<file path="src/logic/ccrb_params.svh">
`ifndef CCRB_PARAMS_SVH
`define CCRB_PARAMS_SVH
`define CCRB_ADDR_PQ_TERM_TOPOFF 8'h22
`define CCRB_ADDR_DIE_TEMP_VSYS 8'h23
`define CCRB_ADDR_FAST_CURRENT_TIMER 8'h24
`define CCRB_ADDR_TEMP_ADJ_CURRENT 8'h25
`define CCRB_RST_PQ_TERM_TOPOFF 8'hF8
`define CCRB_RST_DIE_TEMP_VSYS 8'h10
`define CCRB_RST_FAST_CURRENT_TIMER 8'h05
`define CCRB_RST_TEMP_ADJ_CURRENT 8'h04
`define CCRB_TEMP_ADJ_WMASK 8'hFE
`define CCRB_CURRENT_CODE_MAX 6'h27
`define CCRB_VSYS_CODE_MAX 5'h1C
`define CCRB_DIE_TEMP_CODE_MAX 3'h4
`define CCRB_PQ_BASE_MV 12'h8FC
`define CCRB_PQ_STEP_MV 12'h064
`define CCRB_VSYS_BASE_MV 13'h1004
`define CCRB_VSYS_STEP_MV 13'h0019
`define CCRB_CUR_STEP_UA 19'h01D4C
`define CCRB_TOPOFF_STEP_MIN 6'h05
`define CCRB_DIE_BASE_C 7'h3C
`define CCRB_DIE_STEP_C 7'h0A
`endif

</file>
<file path="src/logic/ccrb_pkg.sv">
package ccrb_pkg;
  typedef enum logic [1:0] {
    CCRB_TERM_5P0 = 2'h0,
    CCRB_TERM_7P5 = 2'h1,
    CCRB_TERM_10P0 = 2'h2,
    CCRB_TERM_15P0 = 2'h3
  } ccrb_term_t;
  typedef enum logic [1:0] {
    CCRB_TMR_OFF = 2'h0,
    CCRB_TMR_3H = 2'h1,
    CCRB_TMR_5H = 2'h2,
    CCRB_TMR_7H = 2'h3
  } ccrb_timer_t;
  typedef struct packed {
    logic wr_en;
    logic rd_en;
    logic [7:0] addr;
    logic [7:0] wdata;
  } ccrb_req_t;
  typedef struct packed {
    logic [11:0] precharge_mv;
    logic [4:0] term_pct_x2;
    logic [5:0] topoff_min;
    logic [6:0] die_temp_c;
    logic [12:0] system_mv;
    logic [18:0] charge_ua;
    logic [3:0] safety_timer_h;
    logic thermistor_active;
  } ccrb_ctrl_t;
endpackage : ccrb_pkg

</file>
<file path="src/logic/ccrb_charger_config.sv">
`timescale 1ns/1ns
`include "ccrb_params.svh"
module ccrb_charger_config (
  input wire logic sys_clk,
  input wire logic rst,
  input ccrb_pkg::ccrb_req_t req,
  input wire logic battery_cool_or_warm,
  input wire logic charger_input_present,
  output logic [7:0] rdata,
  output ccrb_pkg::ccrb_ctrl_t ctrl
);
  import ccrb_pkg::*;

  logic [7:0] pq_q, pq_d;
  logic [7:0] dv_q, dv_d;
  logic [7:0] fc_q, fc_d;
  logic [7:0] ta_q, ta_d;
  logic [7:0] rdata_q, rdata_d;
  ccrb_ctrl_t ctrl_q, ctrl_d;
  logic cw_s1_q, cw_s2_q, in_s1_q, in_s2_q;
  logic [18:0] fast_ua, adj_ua;
  ccrb_term_t term;
  ccrb_timer_t tmr;

  always_comb begin
    pq_d = pq_q;
    dv_d = dv_q;
    fc_d = fc_q;
    ta_d = ta_q;
    rdata_d = rdata_q;
    if (req.wr_en) begin
      unique case (req.addr)
        `CCRB_ADDR_PQ_TERM_TOPOFF: pq_d = req.wdata;
        `CCRB_ADDR_DIE_TEMP_VSYS: dv_d = req.wdata;
        `CCRB_ADDR_FAST_CURRENT_TIMER: fc_d = req.wdata;
        `CCRB_ADDR_TEMP_ADJ_CURRENT: ta_d = req.wdata & `CCRB_TEMP_ADJ_WMASK;
        default: ;
      endcase
    end
    if (req.rd_en) begin
      unique case (req.addr)
        `CCRB_ADDR_PQ_TERM_TOPOFF: rdata_d = pq_q;
        `CCRB_ADDR_DIE_TEMP_VSYS: rdata_d = dv_q;
        `CCRB_ADDR_FAST_CURRENT_TIMER: rdata_d = fc_q;
        `CCRB_ADDR_TEMP_ADJ_CURRENT: rdata_d = ta_q;
        default: rdata_d = 8'h00;
      endcase
    end
  end

  // status pins come from the analog side, so they are synchronised
  always_ff @(posedge sys_clk) begin
    cw_s1_q <= battery_cool_or_warm;
    cw_s2_q <= cw_s1_q;
    in_s1_q <= charger_input_present;
    in_s2_q <= in_s1_q;
  end

  ccrb_current_decode u_fast (
    .code(fc_q[7:2]),
    .current_ua(fast_ua)
  );
  ccrb_current_decode u_adj (
    .code(ta_q[7:2]),
    .current_ua(adj_ua)
  );

  always_comb begin
    term = ccrb_term_t'(pq_q[4:3]);
    tmr = ccrb_timer_t'(fc_q[1:0]);
    ctrl_d.precharge_mv = 12'(`CCRB_PQ_BASE_MV + pq_q[7:5] * `CCRB_PQ_STEP_MV);
    unique case (term)
      CCRB_TERM_5P0: ctrl_d.term_pct_x2 = 5'h0A;
      CCRB_TERM_7P5: ctrl_d.term_pct_x2 = 5'h0F;
      CCRB_TERM_10P0: ctrl_d.term_pct_x2 = 5'h14;
      CCRB_TERM_15P0: ctrl_d.term_pct_x2 = 5'h1E;
    endcase
    ctrl_d.topoff_min = 6'(pq_q[2:0] * `CCRB_TOPOFF_STEP_MIN);
    ctrl_d.die_temp_c = 7'(`CCRB_DIE_BASE_C + ((dv_q[7:5] >= `CCRB_DIE_TEMP_CODE_MAX) ?
      `CCRB_DIE_TEMP_CODE_MAX : dv_q[7:5]) * `CCRB_DIE_STEP_C);
    // the 200mV headroom over charge voltage is left to software
    ctrl_d.system_mv = 13'(`CCRB_VSYS_BASE_MV + ((dv_q[4:0] >= `CCRB_VSYS_CODE_MAX) ?
      `CCRB_VSYS_CODE_MAX : dv_q[4:0]) * `CCRB_VSYS_STEP_MV);
    ctrl_d.charge_ua = cw_s2_q ? adj_ua : fast_ua;
    unique case (tmr)
      CCRB_TMR_OFF: ctrl_d.safety_timer_h = 4'h0;
      CCRB_TMR_3H: ctrl_d.safety_timer_h = 4'h3;
      CCRB_TMR_5H: ctrl_d.safety_timer_h = 4'h5;
      CCRB_TMR_7H: ctrl_d.safety_timer_h = 4'h7;
    endcase
    // thermistor bias is fed from the charger input
    ctrl_d.thermistor_active = ta_q[1] & in_s2_q;
  end

  always_ff @(posedge sys_clk) begin
    if (rst) begin
      pq_q <= `CCRB_RST_PQ_TERM_TOPOFF;
      dv_q <= `CCRB_RST_DIE_TEMP_VSYS;
      fc_q <= `CCRB_RST_FAST_CURRENT_TIMER;
      ta_q <= `CCRB_RST_TEMP_ADJ_CURRENT;
      rdata_q <= 8'h00;
      ctrl_q <= '0;
    end else begin
      pq_q <= pq_d;
      dv_q <= dv_d;
      fc_q <= fc_d;
      ta_q <= ta_d;
      rdata_q <= rdata_d;
      ctrl_q <= ctrl_d;
    end
  end

  assign rdata = rdata_q;
  assign ctrl = ctrl_q;
endmodule : ccrb_charger_config

</file>
<file path="src/logic/ccrb_current_decode.sv">
`timescale 1ns/1ns
`include "ccrb_params.svh"
// one linear current decoder, used for normal and cool/warm current
module ccrb_current_decode (
  input wire logic [5:0] code,
  output logic [18:0] current_ua
);
  logic [5:0] sat;
  always_comb begin
    sat = (code >= `CCRB_CURRENT_CODE_MAX) ? `CCRB_CURRENT_CODE_MAX : code;
    current_ua = 19'((sat + 6'h01) * `CCRB_CUR_STEP_UA);
  end
endmodule : ccrb_current_decode

</file>
<file path="config.mk">
export PLATFORM = sky130hd
export DESIGN_NAME = ccrb_charger_config
export DESIGN_NICKNAME = d
export VERILOG_FILES = /design/src/logic/ccrb_pkg.sv /design/src/logic/ccrb_charger_config.sv /design/src/logic/ccrb_current_decode.sv
export VERILOG_INCLUDE_DIRS = /design/src /design/src/logic
export SDC_FILE = /design/constraint.sdc
export NUM_CORES = 1
export LEC_CHECK = 0
export BUFFER_PORTS_ARGS = -buffer_cell sky130_fd_sc_hd__buf_4
export CORE_MARGIN = 5
export CORE_UTILIZATION = 58
export CTS_CLUSTER_SIZE = 8
export DETAILED_ROUTE_END_ITERATION = 8
export MAX_ROUTING_LAYER = met4
export PLACE_DENSITY = 0.89
export SYNTH_ARGS = -nofsm -noshare
export SYNTH_HDL_FRONTEND = slang
export SYNTH_HIERARCHICAL = 1
export SYNTH_SLANG_ARGS = --single-unit
</file>
<file path="constraint.sdc">
create_clock -name sys_clk -period 12.9 [get_ports sys_clk]
set_clock_uncertainty 0.15 [all_clocks]
set_input_delay 2.58 -clock sys_clk [delete_from_list [all_inputs] [get_ports sys_clk]]
set_output_delay 2.58 -clock sys_clk [all_outputs]
set_load 0.03 [all_outputs]
</file>
==> results.cfg, run 1 <==
[global_route]
grt_max_degree = 91
grt_usage_pct = 23.03
grt_pass1_vias = 5786
antenna_found_initial = 0
overflow = 0
grt_pass1_wl_mm = 27.19

[critical_path]
critPathMostFrequentCell = ha_1
critical-path-max-stage-delay_ns = 0.48
crit_path_start_kind = flop
crit_chain = o21a_1 > or2_2 > ha_1 > nand3_1 > xor2_1 > nor2_1 > ha_1 > inv_1 > fa_1 > inv_1 > ha_1 > fa_1 > ha_1 > a21oi_1 > o22ai_2 > a2111oi_0 > nor3_1 > xor2_1 > mux2i_1 > nor2_1
endpoint_kind = flop
arrival_ns = 5.45
path_class = flop to flop
crit_required_ns = 12.96
ff2ff_path_depth = 20
crit_path_top_delay_cell = fa_1
critPathMaxFanout = 7

[power]
power.internal_mw = 0.5001
clkPwrFrac_pct = 39.6
p_sw_mw = 0.1899
seq_power_share_pct = 47.7
vdd_drop_max_uv = 58.03
p_total_mw = 0.6900
leakage_nw = 4.373
netSwitchingFraction_pct = 27.52
power-per-cell-area_nw_per_um2 = 81.26
combPwrFrac_pct = 12.7

[synthesis]
yosys.area_share.xor_xnor_pct = 5.992
yosys.area.top_type = dfxtp_1
syn_area_sq_um = 7455
async_flop_share_pct = 0
yosys.area_share.simple_pct = 14.30
synth_top_family_by_area = adder cells
ys.flop_type = dfxtp_1
muxShareOfSynthArea_pct = 8.342
synth_area_leaders = dfxtp_1, ha_1, mux2i_1
synth_top_area_share_pct = 27.66
ys_ff_latch = 103
yosysWarningCount = 6
syn_area_per_cell_sq_um = 9.295
syn_inst = 802
synth_edf_count = 0
yosys.area_share.adder_pct = 27.90
ys_seq_area_share_pct = 27.66
ys_types = 60
synth_compound_area_share_pct = 8.795

[finish]
nets = 1049
drive_above_1_share_pct = 14.51
fillers = 994
diodes = 0
final_cell_area_sq_um = 8492
area_delta_synth_final_pct = 13.91

[sta]
slew_headroom_pct = 24.97
drv_slew = 0
setup_violations = 0
whs_ns = 0.1836
tightest_slew_ns = 1.124
min_period_ns = 5.393
period_share_pct = 41.80
fmaxAchievable_mhz = 185.4
hold_viol = 0
tns_ns = 0
rsz0062_at_grt = false

[floorplanning]
die_w_microns = 123.4
die_height_microns = 123.4
boundaryPins = 97
start_util_pct = 59.07
core_sq_um = 12620
die_area_sq_um = 15220
row_count = 41

[flow_run]
maxCapViolCount = 0

[min_path]
hp-class = flop to flop
hold_depth = 0

[detailed_routing]
vias_per_cell = 5.445
drt_pass1_iterations = 4
wl_per_cell_microns = 15.42
drc = 0
drt_iter0_drc = 288
vias = 5739
finalWirelength_mm = 16.25
antenna_left = 0

[clock_tree]
cts_buffers = 9
cts_max_path_buffers = 2
clk_latency_ns = 0.35
cts_resized = 0
holdBufCountCts = 0
htree_num_levels = 3
post-cts-setup-buffers = 0
cts_tree = built
clk_pin_slew_ns = 0.08
clockRootBuffer = clkbuf_16
cts.sinks = 103

[run_status]
status = completed

[place]
dp_hpwl_mm = 12.53
place.port_buffers = 91
place_congestion = 0.9254
dpl_cell_area_sq_um = 8194
## cell usage in the layout (no fill, tap or decap), types with 7 or more instances in the layout
cell type	synthesis	final
ha_1	123	123
dfxtp_1	103	103
nor2_1	96	96
buf_4	12	91
inv_1	83	83
mux2i_1	61	61
xnor2_1	43	43
nand2_1	37	37
a21oi_1	29	29
fa_1	27	27
nor3_1	15	15
nor2b_1	15	15
conb_1	3	14
o21ai_1	10	10
o21ai_0	10	10
clkbuf_16	0	9
and3_1	8	8
xor2_1	8	8
o22a_1	7	7
a31oi_1	7	7
## per-stage QoR
| step | instances | setup WS (ns) | util [%] |
|---|---|---|---|
| floorplan | 813 | 8.157 | - |
| global placement | 1038 | 7.768 | 64.93 |
| detailed placement | 1038 | 7.579 | 64.93 |
| CTS | 1054 | 7.580 | 67.29 |
| global route | 1054 | 7.153 | 67.29 |
| finish | 1054 | 7.507 | 67.29 |
## registers in the layout, summed over array words and instances (netlist names)
register / flops
rdata: 8
ctrl: 60
cw_s1_q: 1
ta_q: 7
in_s1_q: 1
pq_q: 8
fc_q: 8
cw_s2_q: 1
in_s2_q: 1
dv_q: 8
## layout make-up
class / instances / area, sq um / share of cell area (%)
clock inverter: 6 / 58.81 / 0.6925
sequential: 103 / 2062 / 24.28
timing repair buffer: 91 / 683.2 / 8.045
multi-input combinational: 589 / 4922 / 57.96
clock buffer: 10 / 239.0 / 2.814
inverter: 83 / 311.5 / 3.669
tap: 172 / 215.2 / 2.534
## path summary, 6_finish.rpt
| check | from | to | slack [ns] |
|---|---|---|---|
| max | fc_q[5] | ctrl[20] | 7.51 |
| min | in_s1_q | in_s2_q | 0.18 |
| max reg2reg | fc_q[5] | ctrl[20] | 7.51 |
| min reg2reg | in_s1_q | in_s2_q | 0.18 |
## per-layer routing
metal,GRT usage (%),vias to the layer above,part of all wire [%]
li1,-,2837,-
met2,38.87,165,49
met3,3.019,30,4.9
met4,8.581,0,2.1
met1,28.18,2707,44
met5,-,-,0
## kinds of logic after synthesis
logic type	after synthesis
AOI/OAI and AO/OA	96
xor gates and xnor gates	51
DFF	103
adders and majority gates	150
other	3
muxes	62
buffers and inverters	121
and+or+nand+nor	216
## synth_stat cells, types with 3 or more instances
cell	n
a211oi_1	3
a21o_1	6
a21oi_1	29
a31oi_1	7
a41oi_1	3
and2_1	5
and3_1	8
buf_1	4
buf_2	4
buf_4	12
clkbuf_1	17
conb_1	3
dfxtp_1	103
fa_1	27
ha_1	123
inv_1	83
mux2i_1	61
nand2_1	37
nand2b_1	5
nand3_1	6
nand3b_1	5
nand4_1	3
nand4b_1	3
nor2_1	96
nor2b_1	15
nor3_1	15
nor3b_1	4
o21a_1	4
o21ai_0	10
o21ai_1	10
o22a_1	7
or2_2	4
xnor2_1	43
xor2_1	8
## critical path, delay by kind of cell, from the launching register on
| family | cells | cell delay [ns] |
|---|---|---|
| xor+xnor | 2 | 0.24 |
| fa+ha+maj | 6 | 2.14 |
| flops | 1 | 0.36 |
| compound gates | 4 | 1.05 |
| mux | 1 | 0.14 |
| simple gates | 5 | 1.05 |
| buf+inv | 2 | 0.11 |
## power groups by stage
stage	Combinational, mW	Sequential (mW)	Clock [mW]
5_1_grt	0.0953	0.330	0.289
6_report	0.0876	0.329	0.273
3_5_place_dp	0.0867	0.337	0
4_1_cts	0.0874	0.330	0.276
2_1_floorplan	0.0485	0.349	0
3_3_place_gp	0.0855	0.337	0
Note: power is estimated with default switching activity, not from simulation.
==> run 2, diff against run 1 <==
clock period = 5.1 ns   (was 12.9 ns; I/O delays follow)
==> run 2 against run 1 <==
Net effect:
- power grew to 2.6 times the previous value
- register-to-register slack lost 7.3 ns
- via count grew 0.16%
- largest power group unchanged
- highest routed layer unchanged
==> results.cfg, run 2 (synthesis gave the netlist of run 1 again) <==
[detailed_routing]
antenna_left = 0
finalWirelength_mm = 16.51
vias_per_cell = 5.377
drt_pass1_iterations = 5
vias = 5748
wl_per_cell_microns = 15.44
drc = 0
drt_iter0_drc = 277

[sta]
tightest_slew_ns = 1.133
fmaxAchievable_mhz = 203.8
tns_ns = 0
hold_viol = 0
rsz0062_at_grt = true
setup_ws_ns = 0.1936
slew_headroom_pct = 24.34
min_period_ns = 4.906
setup_violations = 0
drv_slew = 0
period_share_pct = 96.20

[floorplanning]
boundaryPins = 97
start_util_pct = 59.07
core_sq_um = 12620
die_area_sq_um = 15220
row_count = 41
die_height_microns = 123.4
die_w_microns = 123.4

[finish]
diodes = 0
drive_above_1_share_pct = 18.17
nets = 1065
area_delta_synth_final_pct = 16.99
layout_common_cells = ha_1, buf_4, dfxtp_1, nor2_1, inv_1
final_common_cell = ha_1
instances_no_fill = 1069
largest_reg_flops = 60

[min_path]
worstHoldStart = cw_s1_q
hp-class = flop to flop

[power]
power-per-cell-area_nw_per_um2 = 202.0
leakage_nw = 4.470
vdd_drop_max_uv = 202.2

[global_route]
grt_max_degree = 91
grt_usage_pct = 23.04
grt_pass1_vias = 5815
antenna_found_initial = 0
grt_pass1_wl_mm = 27.05
overflow = 0

[critical_path]
crit_required_ns = 5.23
arrival_ns = 5.03
crit_path_top_delay_cell = fa_1
crit_path_start_kind = flop
crit_start = ta_q[6]
path_class = flop to flop
crit_chain = o21a_1 > or2_2 > ha_1 > nand3_1 > xor2_1 > nor2_2 > ha_1 > inv_1 > fa_1 > inv_1 > ha_1 > fa_1 > ha_2 > nand2_1 > o2111ai_2 > o211ai_2 > o31ai_2 > xor2_1 > mux2i_1 > nor2_1
r2r_start = ta_q[6]
critical-path-max-stage-delay_ns = 0.48
path_buf_inv = 2
endpoint_kind = flop
critPathMaxFanout = 6
critPathMostFrequentCell = ha_1
crit_family = adder cells

[clock_tree]
cts_tree = built
clockRootBuffer = clkbuf_16
cts_buffers = 9
htree_num_levels = 3
cts.sinks = 103
clk_pin_slew_ns = 0.07
cts_max_path_buffers = 2
clk_latency_ns = 0.35

[place]
place_congestion = 0.9751
preCtsSetupSlack_ns = 0.04545
dp_cells = 1053
dp_hpwl_mm = 12.72
place.port_buffers = 91

[flow_run]
maxCapViolCount = 0

[run_status]
status = completed
run 2: final cells by class:
cell class | instances | area [sq um]
clock buffer | 10 | 239.0
clock inverter | 5 | 70.07
fill | 922 | 3899
inverter | 83 | 311.5
multi-input combinational | 589 | 5016
sequential | 103 | 2066
tap | 172 | 215.2
timing repair buffer | 107 | 803.3
run 2: what timing repair did:
item                       in CTS  in global routing
setup endpoints to repair       1                  7
hold endpoints to repair        0                  0
pin swaps                       0                  9
gates resized for setup         1                 25
buffers inserted                0                  1
hold buffers                    0                  0
run 2: power breakdown:
part	leakage [nW]	internal [mW]	switching (mW)
Combinational	3.48	0.0886	0.137
Sequential	0.845	0.824	0.0105
Clock	0.144	0.396	0.306
run 2: per-stage QoR:
stage / hold slack, ns / utilization (%) / power, mW / area, sq um
after floorplan: 0.1596 / - / 1.006 / 7496
after global routing: 0.1931 / 69.11 / 1.823 / 8721
after global placement: 0.1617 / 65.82 / 1.067 / 8307
after CTS: 0.1830 / 68.33 / 1.767 / 8623
final: 0.1802 / 69.11 / 1.762 / 8721
after detailed placement: 0.1679 / 65.82 / 1.072 / 8307
run 2: path summary, 6_finish.rpt:
path | end | slack [ns] | cells after the start
hold reg to reg | cw_s2_q | 0.18 | 0
setup / recovery | ctrl[22] | 0.19 | 20
setup reg to reg | ctrl[22] | 0.19 | 20
hold / removal | cw_s2_q | 0.18 | 0
run 2: layer usage:
metal / up-vias / routed length (microns) / GRT usage (%)
met5: - / 0 / -
met2: 164 / 8195 / 39.28
met4: 0 / 535 / 9.758
met3: 45 / 900 / 4.437
met1: 2668 / 6872 / 26.49
li1: 2871 / - / -
==> run 3, diff against run 2 <==
CORE_UTILIZATION = 54   (was 58)
PLACE_DENSITY = 0.87   (was 0.89)
clock period = 4.1 ns   (was 5.1 ns; I/O delays follow)
==> run 3 against run 2 <==
Net effect:
- the flow now finishes with violations (setup timing)
- cell count is 8.7% higher
- sequential power grew 25%
- first-iteration DRC count is 30% higher
- worst setup slack worse by 0.73 ns
- sequential share of layout area decreased by 2.5 points
- hold slack worse by 0.0012 ns
==> results.cfg, run 3 (synthesis gave the netlist of run 1 again) <==
[global_route]
grt_pass1_wl_mm = 30.31
grt_usage_pct = 23.74
overflow = 0
grt_pass1_vias = 6486
grt_max_degree = 52
antenna_found_initial = 0

[power]
p_sw_mw = 0.6261
leakage_nw = 4.910
combPwrFrac_pct = 14.2
clkPwrFrac_pct = 40.3
vdd_drop_max_uv = 175.8
power.internal_mw = 1.653
seq_power_share_pct = 45.5
netSwitchingFraction_pct = 27.47
power-per-cell-area_nw_per_um2 = 233.3

[floorplanning]
die_w_microns = 127.5
boundaryPins = 97
start_util_pct = 54.34
row_count = 43
core_sq_um = 13720
die_area_sq_um = 16260
die_height_microns = 127.5

[finish]
diodes = 0
final_common_cell = buf_4
nets = 1149
final_cell_area_sq_um = 9769
postLayoutCoreUtil_pct = 71.21
drive_above_1_share_pct = 30.24
largest_reg_flops = 60
area_delta_synth_final_pct = 31.05
layout_common_cells = buf_4, ha_1, dfxtp_1, nor2_1, inv_1

[critical_path]
ff2ff_path_depth = 22
crit_path_start_kind = flop
crit_chain = o21a_1 > or2_4 > ha_4 > nand3_2 > xor2_1 > nor2_2 > buf_6 > ha_4 > buf_4 > ha_1 > inv_1 > fa_1 > inv_1 > ha_1 > ha_4 > a21o_1 > a21o_2 > a21oi_2 > o31ai_2 > xor2_1 > mux2i_1 > nor2_1
crit_path_top_delay_cell = fa_1
crit_family = adder cells
crit_required_ns = 4.24
critical-path-max-stage-delay_ns = 0.54
critPathMostFrequentCell = ha_4
crit_start = ta_q[5]
endpoint_kind = flop
crit_cells = 22
critPathMaxFanout = 4
arrival_ns = 4.78
path_buf_inv = 4
endpoint = ctrl[22]
path_class = flop to flop
reg2reg_slack_ns = -0.54
r2r_start = ta_q[5]
rr_endpoint = ctrl[22]

[detailed_routing]
wl_per_cell_microns = 16.60
finalWirelength_mm = 19.30
drc = 0
drt_pass1_iterations = 6
vias = 6324
vias_per_cell = 5.442
drt_iter0_drc = 359
antenna_left = 0

[sta]
period_share_pct = 113.1
slew_headroom_pct = 17.25
min_period_ns = 4.636
setup_ws_ns = -0.5357
tightest_slew_ns = 1.240
drv_slew = 0
hold_viol = 0
rsz0062_at_grt = true
fmaxAchievable_mhz = 215.7
setup_violations = 10
tns_ns = -3.427

[clock_tree]
cts_tree = built
holdBufCountCts = 0
cts_max_path_buffers = 2
clockRootBuffer = clkbuf_16
clk_latency_ns = 0.36
cts_buffers = 9
cts.sinks = 103
htree_num_levels = 3
clk_pin_slew_ns = 0.08

[min_path]
hold_depth = 0
hp-class = flop to flop

[place]
dp_hpwl_mm = 14.10
place.port_buffers = 91
place_congestion = 0.9841
dpl_cell_area_sq_um = 9065

[run_status]
violations = setup timing
status = complete, but fails checks

[flow_run]
maxCapViolCount = 0
run 3: changes by cell type in the layout (fill, tap and decap cells not counted), sizes merged:
cell,change
inv,+3
buf,+84
clkinvlp,-2
run 3: cell type report:
type	count	area, sq um
repair buffers	191	1460
well taps	180	225.2
multi-input cells	589	5388
clock inverters	6	86.33
fillers	939	3950
clock buffers	10	229.0
flip-flops and latches	103	2069
inverters	83	311.5
run 3: power groups by stage:
stage          clock network (mW)  logic, mW  registers (mW)
2_1_floorplan                   0      0.161            1.10
3_3_place_gp                    0      0.295            1.06
3_5_place_dp                    0      0.301            1.06
4_1_cts                     0.933      0.311            1.04
5_1_grt                     0.976      0.347            1.04
6_report                    0.917      0.324            1.04
run 3: per-layer routing:
| metal | track usage, % | part of all wire [%] |
|---|---|---|
| met2 | 40.82 | 51 |
| met1 | 27.01 | 41 |
| met4 | 12.05 | 3.9 |
| met5 | - | 0 |
| met3 | 3.219 | 4.7 |
run 3: worst min-delay path by stage:
stage	slack, ns	end	start
detailed placement	0.16	cw_s2_q	cw_s1_q
finish	0.18	cw_s2_q	cw_s1_q
global placement	0.16	cw_s2_q	cw_s1_q
CTS	0.18	cw_s2_q	cw_s1_q
global route	0.20	cw_s2_q	cw_s1_q
floorplan	0.16	cw_s2_q	cw_s1_q
run 3: per-stage QoR:
step | setup slack (ns) | power, mW | std cells | hold slack, ns
3_3_place_gp | -0.4461 | 1.354 | 1132 | 0.1610
5_1_grt | -0.6910 | 2.363 | 1162 | 0.1952
6_report | -0.5357 | 2.279 | 1162 | 0.1790
2_1_floorplan | -0.3162 | 1.260 | 813 | 0.1596
3_5_place_dp | -0.5299 | 1.361 | 1132 | 0.1643
4_1_cts | -0.4135 | 2.281 | 1160 | 0.1822
run 3: worst register-to-register path, cell delays in order, from the launching register on:
cell	delay, ns
dfxtp_2	0.33
o21a_1	0.21
or2_4	0.27
ha_4	0.19
nand3_2	0.06
xor2_1	0.16
nor2_2	0.08
buf_6	0.13
ha_4	0.25
buf_4	0.13
ha_1	0.27
inv_1	0.06
fa_1	0.54
inv_1	0.05
ha_1	0.33
ha_4	0.27
a21o_1	0.15
a21o_2	0.21
a21oi_2	0.14
o31ai_2	0.09
xor2_1	0.24
mux2i_1	0.13
nor2_1	0.16
run 3: what timing repair did:
item / 4_1_cts / 5_1_grt
pin swaps: 52 / 27
endpoints found under the setup margin: 10 / 11
resized for setup: 26 / 29
buffers inserted: 12 / 4
